==> config.mk <==
export PLATFORM = sky130hd
export DESIGN_NAME = e1rb_bank_ctrl
export DESIGN_NICKNAME = d
export VERILOG_FILES = /design/src/common/e1rb_pkg.sv /design/src/common/e1rb_chan_if.sv /design/src/logic/e1rb_tclk_watch.sv /design/src/logic/e1rb_bank_ctrl.sv
export VERILOG_INCLUDE_DIRS = /design/src /design/src/common
export SDC_FILE = /design/constraint.sdc
export NUM_CORES = 1
export LEC_CHECK = 0
export BUFFER_PORTS_ARGS = -buffer_cell sky130_fd_sc_hd__buf_2
export CAP_MARGIN = 25
export CORE_AREA = 2 2 245 247
export CTS_CLUSTER_SIZE = 14
export DETAILED_ROUTE_END_ITERATION = 16
export DIE_AREA = 0 0 247 249
export PLACE_DENSITY_LB_ADDON = 0.08
export RECOVER_POWER = 100
export SLEW_MARGIN = 30
export SYNTH_ARGS = -nofsm -noshare
export SYNTH_HDL_FRONTEND = slang
export SYNTH_SLANG_ARGS = --single-unit
==> constraint.sdc <==
create_clock -name mclk_in -period 3.5 [get_ports mclk_in]
set_input_delay 0.175 -clock mclk_in [delete_from_list [all_inputs] [get_ports mclk_in]]
set_output_delay 0.175 -clock mclk_in [all_outputs]
set_load 0.02 [all_outputs]
==> src/common/e1rb_defs.svh <==
`ifndef E1RB_DEFS_SVH
`define E1RB_DEFS_SVH

`define E1RB_CHANNELS       8
`define E1RB_ADDR_W         5
`define E1RB_DATA_W         8

`define E1RB_OFF_RAIL       5'h00
`define E1RB_OFF_CODE       5'h01
`define E1RB_OFF_CRS        5'h02
`define E1RB_OFF_RXPD       5'h03
`define E1RB_OFF_TXPD       5'h04
`define E1RB_OFF_EXZ        5'h05
`define E1RB_OFF_VIOL       5'h06
`define E1RB_OFF_EQ         5'h07
`define E1RB_OFF_SWRST      5'h0a
`define E1RB_OFF_BANK       5'h1f

`define E1RB_BANK_PRIMARY   8'h00
`define E1RB_BANK_EXPANDED  8'haa
`define E1RB_EXP_RESET      8'h00
`define E1RB_SWRST_RDVAL    8'hff

`define E1RB_CLK_MHZ        125
`define E1RB_SWRST_NS       1000
`define E1RB_SWRST_CYCLES   ((`E1RB_SWRST_NS * `E1RB_CLK_MHZ + 999) / 1000)
`define E1RB_TCLK_LOW_NS    4000
`define E1RB_TCLK_LOW_CYCLES ((`E1RB_TCLK_LOW_NS * `E1RB_CLK_MHZ + 999) / 1000)
`define E1RB_CNT_W          10

`define E1RB_PIN_W          32
`define E1RB_PIN_CS         31
`define E1RB_PIN_WR         30
`define E1RB_PIN_RD         29
`define E1RB_PIN_ADDR_LSB   24
`define E1RB_PIN_DATA_LSB   16
`define E1RB_PIN_TDN_LSB    8
`define E1RB_PIN_TCLK_LSB   0
`define E1RB_PIN_RST        32'he000_0000

`endif

==> src/common/e1rb_pkg.sv <==
package e1rb_pkg;
  typedef enum logic [1:0] {
    E1RB_ST_RUN   = 2'b01,
    E1RB_ST_SWRST = 2'b10
  } e1rb_state_e;

  typedef logic [7:0] e1rb_byte_t;
endpackage : e1rb_pkg

==> src/common/e1rb_chan_if.sv <==
`timescale 1ns/1ps
interface e1rb_chan_if;
  logic tclk_level;
  logic clock_low;
  modport watch (input tclk_level, output clock_low);
  modport ctrl  (output tclk_level, input clock_low);
endinterface : e1rb_chan_if

==> src/logic/e1rb_tclk_watch.sv <==
`timescale 1ns/1ps
`include "e1rb_defs.svh"
module e1rb_tclk_watch import e1rb_pkg::*; #(
  parameter int unsigned LOW_LIMIT = `E1RB_TCLK_LOW_CYCLES
) (
  // clock and reset
  input  wire logic         mclk_in,
  input  wire logic         rstn_in,
  // channel link to the controller
  e1rb_chan_if.watch        ch
);
  localparam logic [`E1RB_CNT_W-1:0] LIMIT_M1 = LOW_LIMIT[`E1RB_CNT_W-1:0] - 1'b1;

  logic [`E1RB_CNT_W-1:0] low_cnt_q;
  logic                   low_q;

  // a stopped transmit clock counts as a powered down transmitter
  always_ff @(posedge mclk_in or negedge rstn_in) begin
    if (!rstn_in) begin
      low_cnt_q <= '0;
      low_q     <= 1'b0;
    end else if (ch.tclk_level) begin
      low_cnt_q <= '0;
      low_q     <= 1'b0;
    end else if (low_cnt_q == LIMIT_M1) begin
      low_q     <= 1'b1;
    end else begin
      low_cnt_q <= low_cnt_q + 1'b1;
    end
  end

  assign ch.clock_low = low_q;
endmodule : e1rb_tclk_watch

==> src/logic/e1rb_bank_ctrl.sv <==
//
// Contract
// - writing 00h to pointer selects primary bank
// - writing aah to pointer selects expanded bank
// - power-up leaves pointer at primary bank
// - rail override forces single rail, needs recovery
// - forced single rail: 0 hdb3, 1 ami
// - recovery bit: 0 enabled, 1 disabled
// - receiver power-down bit powers receiver down
// - transmitter power-down bit gives high-z driver
// - low transmit clock also powers transmitter down
// - excess-zero bit enables hdb3 single-rail detection
// - violation bit 0 keeps hdb3 detection active
// - equalizer bit enables receive equalizer
// - reset register write starts 1 us reset
`timescale 1ns/1ps
`include "e1rb_defs.svh"
module e1rb_bank_ctrl import e1rb_pkg::*; (
  // clock and reset
  input  wire logic                    mclk_in,
  input  wire logic                    rstn_in,
  // host parallel port
  input  wire logic                    host_cs_n_in,
  input  wire logic                    host_wr_n_in,
  input  wire logic                    host_rd_n_in,
  input  wire logic [`E1RB_ADDR_W-1:0] host_addr_in,
  input  wire logic [`E1RB_DATA_W-1:0] host_data_in,
  output logic      [`E1RB_DATA_W-1:0] host_data_out,
  output logic                         host_data_oe_out,
  // line pins
  input  wire logic [7:0]              transmit_negative_data_pin_in,
  input  wire logic [7:0]              transmit_clock_pin_in,
  // bank and reset state
  output logic                         bank_expanded_out,
  output logic                         sw_reset_active_out,
  // per-channel controls to the datapath
  output logic      [7:0]              single_rail_out,
  output logic      [7:0]              ami_select_out,
  output logic      [7:0]              clock_recovery_off_out,
  output logic      [7:0]              rx_powerdown_out,
  output logic      [7:0]              tx_powerdown_out,
  output logic      [7:0]              tx_driver_hiz_out,
  output logic      [7:0]              excess_zero_detect_out,
  output logic      [7:0]              violation_detect_out,
  output logic      [7:0]              rx_equalizer_out
);
  localparam logic [`E1RB_CNT_W-1:0] SWRST_LAST = `E1RB_CNT_W'(`E1RB_SWRST_CYCLES - 1);

  // pin synchronisers
  logic [`E1RB_PIN_W-1:0] pin_raw;
  logic [`E1RB_PIN_W-1:0] sync1_q;
  logic [`E1RB_PIN_W-1:0] sync2_q;
  logic [`E1RB_PIN_W-1:0] sync3_q;
  logic [`E1RB_PIN_W-1:0] pin_f_q;

  // host decode
  logic                    cs_f;
  logic                    wr_f;
  logic                    rd_f;
  logic [`E1RB_ADDR_W-1:0] addr_f;
  e1rb_byte_t              data_f;
  logic [7:0]              tdn_f;
  logic [7:0]              tclk_f;
  logic                    wr_prev_q;
  logic                    wr_event;
  logic                    expanded;
  logic                    exp_hit;
  logic                    bank_hit;
  logic                    swrst_hit;
  e1rb_byte_t              rd_mux;

  // registers
  e1rb_byte_t  bank_pointer_q;
  e1rb_byte_t  rail_mode_override_q;
  e1rb_byte_t  line_code_select_q;
  e1rb_byte_t  clock_recovery_disable_q;
  e1rb_byte_t  receiver_powerdown_q;
  e1rb_byte_t  transmitter_powerdown_q;
  e1rb_byte_t  excess_zero_detect_enable_q;
  e1rb_byte_t  violation_detect_disable_q;
  e1rb_byte_t  receive_equalizer_enable_q;

  // software reset sequencer
  e1rb_state_e            state_q;
  logic [`E1RB_CNT_W-1:0] swrst_cnt_q;
  logic                   in_reset;

  // per-channel derived modes
  logic [7:0] forced_single;
  logic [7:0] single_rail;
  logic [7:0] ami_sel;
  logic [7:0] hdb3_single;
  wire  logic [7:0] tclk_low;

  assign pin_raw = {host_cs_n_in, host_wr_n_in, host_rd_n_in, host_addr_in, host_data_in,
                    transmit_negative_data_pin_in, transmit_clock_pin_in};

  // first stage is read only by the second stage
  always_ff @(posedge mclk_in or negedge rstn_in) begin
    if (!rstn_in) begin
      sync1_q <= `E1RB_PIN_RST;
      sync2_q <= `E1RB_PIN_RST;
      sync3_q <= `E1RB_PIN_RST;
    end else begin
      sync1_q <= pin_raw;
      sync2_q <= sync1_q;
      sync3_q <= sync2_q;
    end
  end

  // a bit only moves once two late stages agree, so a pin caught mid-edge cannot glitch decode
  always_ff @(posedge mclk_in or negedge rstn_in) begin
    if (!rstn_in) begin
      pin_f_q <= `E1RB_PIN_RST;
    end else begin
      for (int i = 0; i < `E1RB_PIN_W; i++) begin
        if (sync2_q[i] == sync3_q[i]) begin
          pin_f_q[i] <= sync3_q[i];
        end
      end
    end
  end

  assign cs_f   = pin_f_q[`E1RB_PIN_CS];
  assign wr_f   = pin_f_q[`E1RB_PIN_WR];
  assign rd_f   = pin_f_q[`E1RB_PIN_RD];
  assign addr_f = pin_f_q[`E1RB_PIN_ADDR_LSB +: `E1RB_ADDR_W];
  assign data_f = pin_f_q[`E1RB_PIN_DATA_LSB +: `E1RB_DATA_W];
  assign tdn_f  = pin_f_q[`E1RB_PIN_TDN_LSB +: 8];
  assign tclk_f = pin_f_q[`E1RB_PIN_TCLK_LSB +: 8];

  // the write is taken at the rising end of the strobe, when address and data have settled
  always_ff @(posedge mclk_in or negedge rstn_in) begin
    if (!rstn_in) begin
      wr_prev_q <= 1'b1;
    end else begin
      wr_prev_q <= wr_f;
    end
  end

  // writes during the soft reset are dropped so the defaults hold for the whole reset cycle
  assign wr_event  = wr_f && !wr_prev_q && !cs_f && !in_reset;
  assign expanded  = (bank_pointer_q == `E1RB_BANK_EXPANDED);
  assign bank_hit  = (addr_f == `E1RB_OFF_BANK);
  assign exp_hit   = expanded && (addr_f <= `E1RB_OFF_EQ);
  assign swrst_hit = !expanded && (addr_f == `E1RB_OFF_SWRST);
  assign in_reset  = (state_q == E1RB_ST_SWRST);

  // reset sequencer; any write to the reset register outside a reset starts it, its content stays fixed
  always_ff @(posedge mclk_in or negedge rstn_in) begin
    if (!rstn_in) begin
      state_q     <= E1RB_ST_RUN;
      swrst_cnt_q <= '0;
    end else begin
      case (state_q)
        E1RB_ST_RUN: begin
          swrst_cnt_q <= '0;
          if (wr_event && swrst_hit) begin
            state_q <= E1RB_ST_SWRST;
          end
        end
        E1RB_ST_SWRST: begin
          if (swrst_cnt_q == SWRST_LAST) begin
            state_q     <= E1RB_ST_RUN;
            swrst_cnt_q <= '0;
          end else begin
            swrst_cnt_q <= swrst_cnt_q + 1'b1;
          end
        end
        default: begin
          state_q     <= E1RB_ST_RUN;
          swrst_cnt_q <= '0;
        end
      endcase
    end
  end

  // pointer holds any written value; only aah opens the expanded bank
  always_ff @(posedge mclk_in or negedge rstn_in) begin
    if (!rstn_in) begin
      bank_pointer_q <= `E1RB_BANK_PRIMARY;
    end else if (in_reset) begin
      bank_pointer_q <= `E1RB_BANK_PRIMARY;
    end else if (wr_event && bank_hit) begin
      bank_pointer_q <= data_f;
    end
  end

  // expanded registers, bit n belongs to channel n
  always_ff @(posedge mclk_in or negedge rstn_in) begin
    if (!rstn_in) begin
      rail_mode_override_q        <= `E1RB_EXP_RESET;
      line_code_select_q          <= `E1RB_EXP_RESET;
      clock_recovery_disable_q    <= `E1RB_EXP_RESET;
      receiver_powerdown_q        <= `E1RB_EXP_RESET;
      transmitter_powerdown_q     <= `E1RB_EXP_RESET;
      excess_zero_detect_enable_q <= `E1RB_EXP_RESET;
      violation_detect_disable_q  <= `E1RB_EXP_RESET;
      receive_equalizer_enable_q  <= `E1RB_EXP_RESET;
    end else if (in_reset) begin
      rail_mode_override_q        <= `E1RB_EXP_RESET;
      line_code_select_q          <= `E1RB_EXP_RESET;
      clock_recovery_disable_q    <= `E1RB_EXP_RESET;
      receiver_powerdown_q        <= `E1RB_EXP_RESET;
      transmitter_powerdown_q     <= `E1RB_EXP_RESET;
      excess_zero_detect_enable_q <= `E1RB_EXP_RESET;
      violation_detect_disable_q  <= `E1RB_EXP_RESET;
      receive_equalizer_enable_q  <= `E1RB_EXP_RESET;
    end else if (wr_event && exp_hit) begin
      case (addr_f)
        `E1RB_OFF_RAIL: rail_mode_override_q        <= data_f;
        `E1RB_OFF_CODE: line_code_select_q          <= data_f;
        `E1RB_OFF_CRS:  clock_recovery_disable_q    <= data_f;
        `E1RB_OFF_RXPD: receiver_powerdown_q        <= data_f;
        `E1RB_OFF_TXPD: transmitter_powerdown_q     <= data_f;
        `E1RB_OFF_EXZ:  excess_zero_detect_enable_q <= data_f;
        `E1RB_OFF_VIOL: violation_detect_disable_q  <= data_f;
        `E1RB_OFF_EQ:   receive_equalizer_enable_q  <= data_f;
        default: begin
        end
      endcase
    end
  end

  // read mux; primary-bank registers other than the pointer and reset live elsewhere and read zero here
  always_comb begin
    rd_mux = 8'h00;
    if (bank_hit) begin
      rd_mux = bank_pointer_q;
    end else if (swrst_hit) begin
      rd_mux = `E1RB_SWRST_RDVAL;
    end else if (exp_hit) begin
      case (addr_f)
        `E1RB_OFF_RAIL: rd_mux = rail_mode_override_q;
        `E1RB_OFF_CODE: rd_mux = line_code_select_q;
        `E1RB_OFF_CRS:  rd_mux = clock_recovery_disable_q;
        `E1RB_OFF_RXPD: rd_mux = receiver_powerdown_q;
        `E1RB_OFF_TXPD: rd_mux = transmitter_powerdown_q;
        `E1RB_OFF_EXZ:  rd_mux = excess_zero_detect_enable_q;
        `E1RB_OFF_VIOL: rd_mux = violation_detect_disable_q;
        `E1RB_OFF_EQ:   rd_mux = receive_equalizer_enable_q;
        default:        rd_mux = 8'h00;
      endcase
    end
  end

  // data bus is driven only while chip select and read strobe are both low
  always_ff @(posedge mclk_in or negedge rstn_in) begin
    if (!rstn_in) begin
      host_data_out    <= 8'h00;
      host_data_oe_out <= 1'b0;
    end else begin
      host_data_out    <= rd_mux;
      host_data_oe_out <= !cs_f && !rd_f;
    end
  end

  // transmit clock watchers, one per channel
  for (genvar g = 0; g < `E1RB_CHANNELS; g++) begin : g_chan
    e1rb_chan_if chan_if ();
    assign chan_if.tclk_level = tclk_f[g];
    assign tclk_low[g]        = chan_if.clock_low;
    e1rb_tclk_watch #(
      .LOW_LIMIT (`E1RB_TCLK_LOW_CYCLES)
    ) u_watch (
      .mclk_in (mclk_in),
      .rstn_in (rstn_in),
      .ch      (chan_if.watch)
    );
  end

  // override is honoured only while clock recovery runs
  assign forced_single = rail_mode_override_q & ~clock_recovery_disable_q;
  assign single_rail   = forced_single | tdn_f;
  assign ami_sel       = forced_single & line_code_select_q;
  assign hdb3_single   = single_rail & ~ami_sel;

  always_ff @(posedge mclk_in or negedge rstn_in) begin
    if (!rstn_in) begin
      single_rail_out <= 8'h00;
      ami_select_out  <= 8'h00;
    end else begin
      single_rail_out <= single_rail;
      ami_select_out  <= ami_sel;
    end
  end

  always_ff @(posedge mclk_in or negedge rstn_in) begin
    if (!rstn_in) begin
      clock_recovery_off_out <= 8'h00;
      rx_powerdown_out       <= 8'h00;
      rx_equalizer_out       <= 8'h00;
    end else begin
      clock_recovery_off_out <= clock_recovery_disable_q;
      rx_powerdown_out       <= receiver_powerdown_q;
      rx_equalizer_out       <= receive_equalizer_enable_q;
    end
  end

  // a stopped transmit clock powers the transmitter down just as the register bit does
  always_ff @(posedge mclk_in or negedge rstn_in) begin
    if (!rstn_in) begin
      tx_powerdown_out <= 8'h00;
    end else begin
      tx_powerdown_out <= transmitter_powerdown_q | tclk_low;
    end
  end

  // the driver goes high-z whenever the transmitter is down; own flop so the pad enable can sit at the pad
  always_ff @(posedge mclk_in or negedge rstn_in) begin
    if (!rstn_in) begin
      tx_driver_hiz_out <= 8'h00;
    end else begin
      tx_driver_hiz_out <= transmitter_powerdown_q | tclk_low;
    end
  end

  always_ff @(posedge mclk_in or negedge rstn_in) begin
    if (!rstn_in) begin
      excess_zero_detect_out <= 8'h00;
      violation_detect_out   <= 8'h00;
    end else begin
      excess_zero_detect_out <= excess_zero_detect_enable_q & hdb3_single;
      violation_detect_out   <= ~violation_detect_disable_q & hdb3_single;
    end
  end

  always_ff @(posedge mclk_in or negedge rstn_in) begin
    if (!rstn_in) begin
      bank_expanded_out <= 1'b0;
    end else begin
      bank_expanded_out <= expanded;
    end
  end

  always_ff @(posedge mclk_in or negedge rstn_in) begin
    if (!rstn_in) begin
      sw_reset_active_out <= 1'b0;
    end else begin
      sw_reset_active_out <= in_reset;
    end
  end
endmodule : e1rb_bank_ctrl

==> results of run 1 <==
-- cell usage after synthesis (3+ instances only) --
cell type / count
and2_1: 5
buf_2: 18
or3_1: 10
and4_1: 10
nor2b_1: 5
o21ai_1: 14
nor3b_1: 8
nand4_1: 59
a311oi_1: 3
o31ai_1: 32
nor2_1: 86
or2_2: 10
xnor2_1: 22
buf_4: 10
inv_1: 31
xor2_1: 42
nand2b_1: 12
a221oi_1: 4
ha_1: 10
dfstp_2: 14
o21ai_0: 13
nand2_1: 81
and3_1: 16
a211oi_1: 9
maj3_1: 32
a21oi_1: 76
nand3_1: 31
nor3_1: 23
dfrtp_1: 362
mux2_2: 3
clkbuf_1: 46
nand3b_1: 16
mux4_2: 4
or4_1: 3
mux2i_1: 38
or3b_1: 3
nor4b_1: 7
-- state kept, by name, summed over array words and instances, names as in the netlist, 10 cells and up --
register / cells
sync3_q: 32
sync1_q: 32
g_chan.u_watch.low_cnt_q: 80
sync2_q: 32
swrst_cnt_q: 10
pin_f_q: 32
-- critical path, cell delays in order, from the launching register on --
cell and delay [ns]:
dfrtp_1 0.65, or2_0 0.65, nor4_4 0.61, clkbuf_1 0.51
mux2i_1 0.25
-- layout by cell type, fill, tap and decap left out, types with 32 or more instances in the layout --
cell type	count
clkbuf_1	119
xor2_1	42
nand2_1	81
maj3_1	32
dfrtp_1	362
o31ai_1	32
nand4_1	59
a21oi_1	76
mux2i_1	38
dlygate4sd3_1	33
clkbuf_16	47
nor2_1	86
inv_1	32
-- logic make-up after synthesis --
group | count (synthesis)
fa+ha+maj | 42
flops | 376
mux | 46
xor+xnor | 64
simple gates | 400
buf+inv | 107
compound gates | 166
-- repair_timing --
| action | in CTS | in global routing |
|---|---|---|
| resized for setup | 0 | 0 |
| hold endpoints to repair | 121 | 0 |
| hold buffers | 33 | 0 |
-- routing by layer --
layer  global-route usage, %  up-vias
met5                       0        -
met4                    3.73        0
met3                    3.20       53
met2                    20.1      181
met1                    18.7     4847
li1                        -     4519
-- how the worst max path moves through the flow --
stage | from | endpoint
after floorplan | pin_f_q[30] | line_code_select_q[0]
after global placement | pin_f_q[24] | host_data_out[7]
after detailed placement | pin_f_q[24] | host_data_out[7]
after CTS | pin_f_q[24] | host_data_out[7]
after global routing | pin_f_q[24] | bank_pointer_q[1]
final | pin_f_q[24] | rail_mode_override_q[4]
-- power groups by stage --
stage | clock (mW) | sequential (mW) | combinational, mW
4_1_cts | 4.88 | 4.73 | 0.593
3_3_place_gp | 0 | 4.81 | 0.558
2_1_floorplan | 0 | 4.72 | 0.328
5_1_grt | 5.06 | 4.76 | 0.627
6_report | 4.67 | 4.73 | 0.558
3_5_place_dp | 0 | 4.81 | 0.561
-- cell type report --
class	instances	area, sq um
Clock buffer	70	1330
Multi-Input combinational cell	718	4710
Inverter	32	120
Tap cell	773	967
Timing Repair Buffer	178	1010
Sequential cell	376	9430
Fill cell	6066	41000
Antenna cell	2	5.00
Clock inverter	11	138
==> metrics.md, run 1 <==
| Metric | Value |
|---|---|
| Worst-path fanout max | 18 |
| Initial antenna violation count | 2 |
| Skew-Pair Late Insertion Delay | 0.58 ns |
| Sequential power share | 47.5% |
| Clk slew on worst S/H paths | 0.06 ns |
| Period Utilization, post-route | 79.0% |
| DR iter-0 viols | 589 |
| Initial Util | 24.9% |
| NetSw | 2.39 mW |
| Top-level I/O count | 117 |
| RSZ-0062 raised after global routing | no |
| Type of element capturing the critical path | flip-flop |
| Clk sink count | 376 |
| Root buffer cell | clkbuf_16 |
| Fin Setup TNS | 0 ns |
| Net count, final | 1,395 |
| FMAX | 362 MHz |
| Pwr Total | 9.95 mW |
| TritonCTS clock tree | yes |
| Syn Inst Count | 1,201 |
| Fraction of the mapped netlist area in simple logic gates | 14.9% |
| Width of the die | 247 um |
| Synth warn | 0 |
| CP arrival | 3.26 ns |
| Synth Area in Compound Gates | 6.98% |
| Die Ht | 249 um |
| CP Data Required Time | 4.00 ns |
| Cell Area, Synth | 0.0146 sq mm |
| Worst hold slack | 0.242 ns |
| Register area share after synthesis | 64.5% |
| Kind of critical path | reg2reg |
| Top Layer Used | met4 |
| Final setup violation count | 0 |
| Comb pwr share | 5.6% |
| First-pass GRT wire length | 62,800 um |
| XOR/XNOR Fraction of Synth Area | 3.84% |
| Metal2 WL | 18,300 um |
| Max cap viols | 1 |
| Routed wire length | 40,100 um |
| CTS Buffer Depth | 3 |
| Final WS setup | 0.735 ns |
| Routed len/inst | 18.6 um |
| Startpoint type of the worst setup path | flip-flop |
| Utilization after layout | 30.2% |
| Final Hold Vio Count | 0 |
| Static Leak | 7.65 nW |
| CTS buffer count | 45 |
| Slew HR | 0.564% |
| Synthesized area per cell | 12.2 sq um |
| DRT Pass-1 Iters | 5 |
| DP Area | 0.0161 sq mm |
| Synth unique cells | 62 |
| Post-synthesis mux area share | 3.53% |
| Most used DFF post-synth | dfrtp_1 |
| Power per cell area | 562 mW/mm^2 |
| Worst R2R Path Depth | 4 |
| Core area | 0.0587 sq mm |
| Hold WC Path Type | in2async |
| Post-synth EDFFs | 0 |
| Residual DRC count | 0 |
| Maximum number of pins on one net before global-route repair | 99 |
| Pint | 7.56 mW |
| DIE AREA | 0.0615 sq mm |
| Violated checks | max-capacitance violations |
| Critical R2R Capture | rail_mode_override_q[4] |
| Outcome | complete, but fails checks |
| Dpl hpwl | 26,500 um |
| Ys async rst share | 100% |
| RR Startpoint | pin_f_q[24] |
| Layout cells sized above 1 | 10.2% |
| Placed cell count | 2,044 |
| Post-route cell area | 0.0177 sq mm |
| Post-synth top area share | 62.0% |
| Vias in the first global route | 9,984 |
| Met3 routed WL | 1940 um |
| R2R setup slack | 0.73 ns |
| ANT nets after route | 0 |
| Setup bufs post-CTS | 0 |
| Placer congestion estimate | 0.789 |
| Overflow after GRT | 0 |
| Flops & latches, synth | 376 |
| Sw Share | 24.0% |
| Via count | 9,600 |
| Layout area overhead | 21.3% |
| Top post-synthesis cells by area | dfrtp_1 (62%), a21oi_1 (2.6%), mux2i_1 (2.6%), nand4_1 (2.5%), dfstp_2 (2.5%) |
| VDD IR-drop max | 299 uV |
| Area leader, netlist | dfrtp_1 |
| Total GRT Usage | 13.3% |
| Place WS | 0.826 ns |
| Fin crit period | 2.77 ns |
| Final setup skew | 0.0247 ns |
| M1 wire length | 19,100 um |
| Port Buffers | 116 |
| Htree depth | 2 |
| Largest family of logic cells by synthesized area | simple AND/OR/NAND/NOR gates |
| Clock share of power | 46.9% |
| Adder-cell area share of the yosys netlist | 3.05% |
| Least-Margin Pin Slew | 1.49 ns |
| Vias per cell | 4.44 |
| Cell Rows | 89 |
| Syn Nets | 1,245 |
| Count of pins over their slew limit | 0 |
| Post-Layout Cell Count | 2,160 |
No activity file was read; power rests on OpenSTA's default activity.
==> run 2: changes to the inputs <==
==> constraint.sdc (replaced) <==
create_clock -name mclk_in -period 2.5 [get_ports mclk_in]
set_input_delay 0.125 -clock mclk_in [delete_from_list [all_inputs] [get_ports mclk_in]]
set_output_delay 0.125 -clock mclk_in [all_outputs]
set_load 0.02 [all_outputs]
==> metrics.md, run 2 (synthesized netlist as in run 1, its figures left out) <==
| Metric | Value |
|---|---|
| Outcome | complete, but fails checks |
| Violated checks | max-capacitance violations, max-slew violations |
| Least-Margin Pin Slew | 1.69 ns |
| Final WS setup | 0.216 ns |
| Startpoint type of the worst setup path | flip-flop |
| Slew HR | -12.4% |
| Period Utilization, post-route | 91.4% |
| Max cap viols | 2 |
| CTS hold repair buffers | 33 |
| DIE AREA | 0.0615 sq mm |
| Initial Util | 24.9% |
| Die Ht | 249 um |
| Vias in the first global route | 9,920 |
| First-pass GRT wire length | 62,200 um |
| Hold WC Path Type | in2async |
| Core area | 0.0587 sq mm |
| Via count | 9,620 |
| Layout area overhead | 21.8% |
| Dpl hpwl | 26,200 um |
| Inserted Diodes | 0 |
| Filler cell count | 5,910 |
| CP arrival | 2.70 ns |
| Placer congestion estimate | 0.796 |
| Overflow after GRT | 0 |
| Worst hold slack | 0.0243 ns |
| Multi-input gate area | 0.00471 sq mm |
| Type of element capturing the critical path | flip-flop |
| R2R setup slack | 0.22 ns |
| Root buffer cell | clkbuf_16 |
| Port Buffers | 116 |
| Commonest non-fill, non-tap cell in the layout | dfrtp_1 |
| Layout cells sized above 1 | 11.4% |
| Worst-path fanout max | 18 |
| ANT nets after route | 0 |
| Post-route cell area | 0.0178 sq mm |
| Setup bufs post-CTS | 0 |
| Routed wire length | 40,000 um |
| DP Area | 0.0162 sq mm |
| Fin crit period | 2.28 ns |
| Worst R2R Path Depth | 5 |
| RR Startpoint | pin_f_q[24] |
| Htree depth | 2 |
| Top reg by flops | g_chan.u_watch.low_cnt_q |
| Total GRT Usage | 13.2% |
| DRT Pass-1 Iters | 5 |
| Width of the die | 247 um |
| CP Data Required Time | 2.92 ns |
| RSZ-0062 raised after global routing | no |
| Vias per cell | 4.44 |
| Kind of critical path | reg2reg |
| Clk sink count | 376 |
| VDD IR-drop max | 441 uV |
| Net count, final | 1,407 |
| Fin Setup TNS | 0 ns |
| Final setup violation count | 0 |
| Residual DRC count | 0 |
| Static Leak | 7.70 nW |
| Maximum number of pins on one net before global-route repair | 88 |
| Initial antenna violation count | 0 |
| Final setup skew | 0.0177 ns |
| Count of pins over their slew limit | 106 |
| Power per cell area | 782 mW/mm^2 |
| Max FFs per register | 80 |
| Final Hold Vio Count | 0 |
| Clk slew on worst S/H paths | 0.06 ns |
| Reg area | 0.00943 sq mm |
| TritonCTS clock tree | yes |
| Skew-Pair Late Insertion Delay | 0.57 ns |
| Cell Rows | 89 |
| Place WS | 0.288 ns |
| DR iter-0 viols | 647 |
| CP Capture Point | host_data_out[3] |
| CTS buffer count | 46 |
| Top-level I/O count | 117 |
| Critical R2R Capture | host_data_out[3] |
| Crit path from | pin_f_q[24] |
| Resized cells post-CTS | 0 |
| FMAX | 438 MHz |
| Most frequent cells in the layout | dfrtp_1 (362), clkbuf_1 (111), nor2_1 (86), nand2_1 (81), a21oi_1 (76) |
| Utilization after layout | 30.3% |
| Routed len/inst | 18.5 um |
| CTS Buffer Depth | 3 |
[run 2: changes by cell type in the layout (fill, tap and decap cells not counted), moves of 2 or more]
cell	change
clkbuf_1	-8
clkbuf_2	+7
o21ai_0	-6
clkinvlp_4	+2
buf_2	+3
diode_2	-2
buf_12	+2
o21ai_1	+6
[run 2: per-stage QoR]
step           power [mW]  std cells
3_3_place_gp         7.54       2055
2_1_floorplan        7.07       1201
3_5_place_dp         7.55       2055
6_report             13.9       2165
5_1_grt              14.6       2165
4_1_cts              14.3       2165
[run 2: worst min-delay path by stage]
stage	end	cells past startpoint
after floorplan	ami_select_out[0]	0
after global placement	single_rail_out[2]	1
after detailed placement	ami_select_out[2]	1
after CTS	ami_select_out[2]	2
after global routing	ami_select_out[2]	2
final	ami_select_out[2]	2
[run 2: per-layer routing]
metal	vias up	track usage [%]	wire, um
met5	-	0	0
met2	183	20.0	18300
met1	4842	18.7	19000
met4	0	4.68	1020
met3	61	2.43	1730
li1	4534	-	-
[run 2: critical path: stages, from the launching register on]
cell and delay [ns]:
dfrtp_1 0.82, clkbuf_1 0.36, mux2_1 0.37, a22oi_1 0.30, a211o_1 0.19, a311oi_1 0.09
[run 2: cell type report]
| cell class | count | area share [%] |
|---|---|---|
| sequential | 376 | 53.0 |
| multi-input combinational | 718 | 26.5 |
| clock buffer | 64 | 7.37 |
| timing repair buffer | 189 | 6.18 |
| tap | 773 | 5.44 |
| clock inverter | 13 | 0.837 |
| inverter | 32 | 0.675 |
[run 2: report_power, final]
group | switching (mW) | internal (mW) | total, mW | leakage (nW)
Sequential | 0.278 | 6.34 | 6.62 | 4.87
Combinational | 0.506 | 0.302 | 0.808 | 2.11
Clock | 2.55 | 3.93 | 6.48 | 0.716
==> run 3: changes to the inputs <==
==> constraint.sdc (replaced) <==
create_clock -name mclk_in -period 2.64 [get_ports mclk_in]
set_input_delay 0.132 -clock mclk_in [delete_from_list [all_inputs] [get_ports mclk_in]]
set_output_delay 0.132 -clock mclk_in [all_outputs]
set_load 0.02 [all_outputs]
==> metrics.md, run 3 (synthesized netlist as in run 1, its figures left out) <==
| Metric | Value |
|---|---|
| Die Ht | 249 um |
| Placer congestion estimate | 0.784 |
| First-pass GRT wire length | 61,200 um |
| CP arrival | 2.80 ns |
| Routed wire length | 39,300 um |
| Port Buffers | 116 |
| Hold WC Path Type | in2reg |
| Clk sink count | 376 |
| Least-Margin Pin Slew | 1.56 ns |
| Utilization after layout | 30.5% |
| Crit path from | pin_f_q[25] |
| Top-level I/O count | 117 |
| DRT Pass-1 Iters | 5 |
| Net count, final | 1,406 |
| Initial Util | 24.9% |
| Core area | 0.0587 sq mm |
| CTS buffer count | 46 |
| Post-route cell area | 0.0179 sq mm |
| VDD IR-drop max | 431 uV |
| Layout area overhead | 22.5% |
| CP top delay family | compound AO/OA/AOI/OAI gates |
| Comb pwr share | 5.6% |
| Via count | 9,561 |
| Max incr delay on CP | 0.72 ns |
| Slew HR | -3.95% |
| Dpl hpwl | 26,400 um |
| DR iter-0 viols | 639 |
| Initial antenna violation count | 1 |
| Vias in the first global route | 9,842 |
| Clk slew on worst S/H paths | 0.06 ns |
| Final Hold Vio Count | 0 |
| Layout cells sized above 1 | 11.5% |
| Skew-Pair Late Insertion Delay | 0.58 ns |
| RSZ-0062 raised after global routing | no |
| Min-delay src | transmit_negative_data_pin_in[1] |
| DIE AREA | 0.0615 sq mm |
| Period Utilization, post-route | 88.9% |
| Vias per cell | 4.41 |
| Commonest non-fill, non-tap cell in the layout | dfrtp_1 |
| Max cap viols | 1 |
| Violated checks | max-capacitance violations, max-slew violations |
| Pint | 10.2 mW |
| Fin Setup TNS | 0 ns |
| Crit path cell chain | nand2b_1 -> a211oi_2 -> a211oi_2 -> a211oi_1 |
| Critical path buffers and inverters | 0 |
| Width of the die | 247 um |
| ANT nets after route | 0 |
| Place WS | 0.319 ns |
| NetSw | 3.16 mW |
| Fin crit period | 2.35 ns |
| Count of pins over their slew limit | 51 |
| FMAX | 426 MHz |
| Final WS setup | 0.294 ns |
| Power per cell area | 749 mW/mm^2 |
| Final setup skew | 0.0207 ns |
| Inserted Diodes | 0 |
| Outcome | complete, but fails checks |
| Type of element capturing the critical path | flip-flop |
| CP Data Required Time | 3.10 ns |
| Sw Share | 23.6% |
| Max FFs per register | 80 |
| Resized cells post-CTS | 0 |
| Sequential power share | 46.8% |
| Clock share of power | 47.6% |
| Startpoint type of the worst setup path | flip-flop |
| Final setup violation count | 0 |
| Cell Rows | 89 |
| Total GRT Usage | 12.9% |
| Top reg by flops | g_chan.u_watch.low_cnt_q |
| CTS Buffer Depth | 3 |
| Static Leak | 7.77 nW |
| Routed len/inst | 18.1 um |
| DP Area | 0.0162 sq mm |
| Maximum number of pins on one net before global-route repair | 59 |
| Htree depth | 2 |
| Crit-path slowest cell | dfrtp_1 |
| Kind of critical path | reg2reg |
| Worst-path fanout max | 12 |
| TritonCTS clock tree | yes |
| RR Startpoint | pin_f_q[25] |
| Root buffer cell | clkbuf_16 |
| CP most frequent cell | a211oi_2 |
| Overflow after GRT | 0 |
| Residual DRC count | 0 |
| Most frequent cells in the layout | dfrtp_1 (362), clkbuf_1 (111), nor2_1 (86), nand2_1 (81), a21oi_1 (76) |
## run 3: changes by cell type in the layout (fill, tap and decap cells not counted), moves of 2 or more
cell       before  now
buf_4          17   23
clkbuf_2       10    5
buf_2          22   19
clkbuf_8        7   10
o21ai_0        19   16
o21ai_1         8   11
buf_12          4    6
clkbuf_16      47   49
clkbuf_4        1    3
## run 3: final cells by class
| class | count | area, sq um |
|---|---|---|
| clock buffers | 71 | 1410 |
| repair buffers | 188 | 1140 |
| well taps | 773 | 967 |
| multi-input cells | 718 | 4700 |
| clock inverters | 12 | 140 |
| fillers | 5975 | 40800 |
| inverters | 32 | 120 |
| flip-flops and latches | 376 | 9430 |
## run 3: worst paths after layout
path / endpoint / slack (ns) / cells after the start
worst max register to register: host_data_out[2] / 0.29 / 4
max in group asynchronous: pin_f_q[4] / 0.49 / 4
worst min-delay path: sync1_q[9] / 0.20 / 2
worst min register to register: sync2_q[0] / 0.34 / 0
worst max-delay path: host_data_out[2] / 0.29 / 4
min in group asynchronous: ami_select_out[2] / 0.48 / 2
## run 3: routing by layer
layer	part of all wire (%)	track usage, %
met1	48	18.6
met2	45	19.6
met3	4.8	2.75
met4	2.0	3.49
met5	0	0
## run 3: timing repair
item                      4_1_cts  5_1_grt
hold buffers                   33        0
hold endpoints to repair      320        0
setup buffers                   0        0
## run 3: power by group through the flow
stage          combinational (mW)  clock (mW)  sequential, mW
2_1_floorplan               0.435           0            6.26
3_3_place_gp                0.742           0            6.38
3_5_place_dp                0.749           0            6.38
4_1_cts                     0.790        6.68            6.28
5_1_grt                     0.839        6.92            6.31
6_report                    0.745        6.39            6.27
## run 3: per-stage QoR
step,std cells,hold slack [ns],total power [mW]
finish,2170,0.196,13.4
global route,2170,0.167,14.1
CTS,2170,0.0683,13.8
detailed placement,2054,0.105,7.13
global placement,2054,0.107,7.13
floorplan,1201,-0.164,6.69
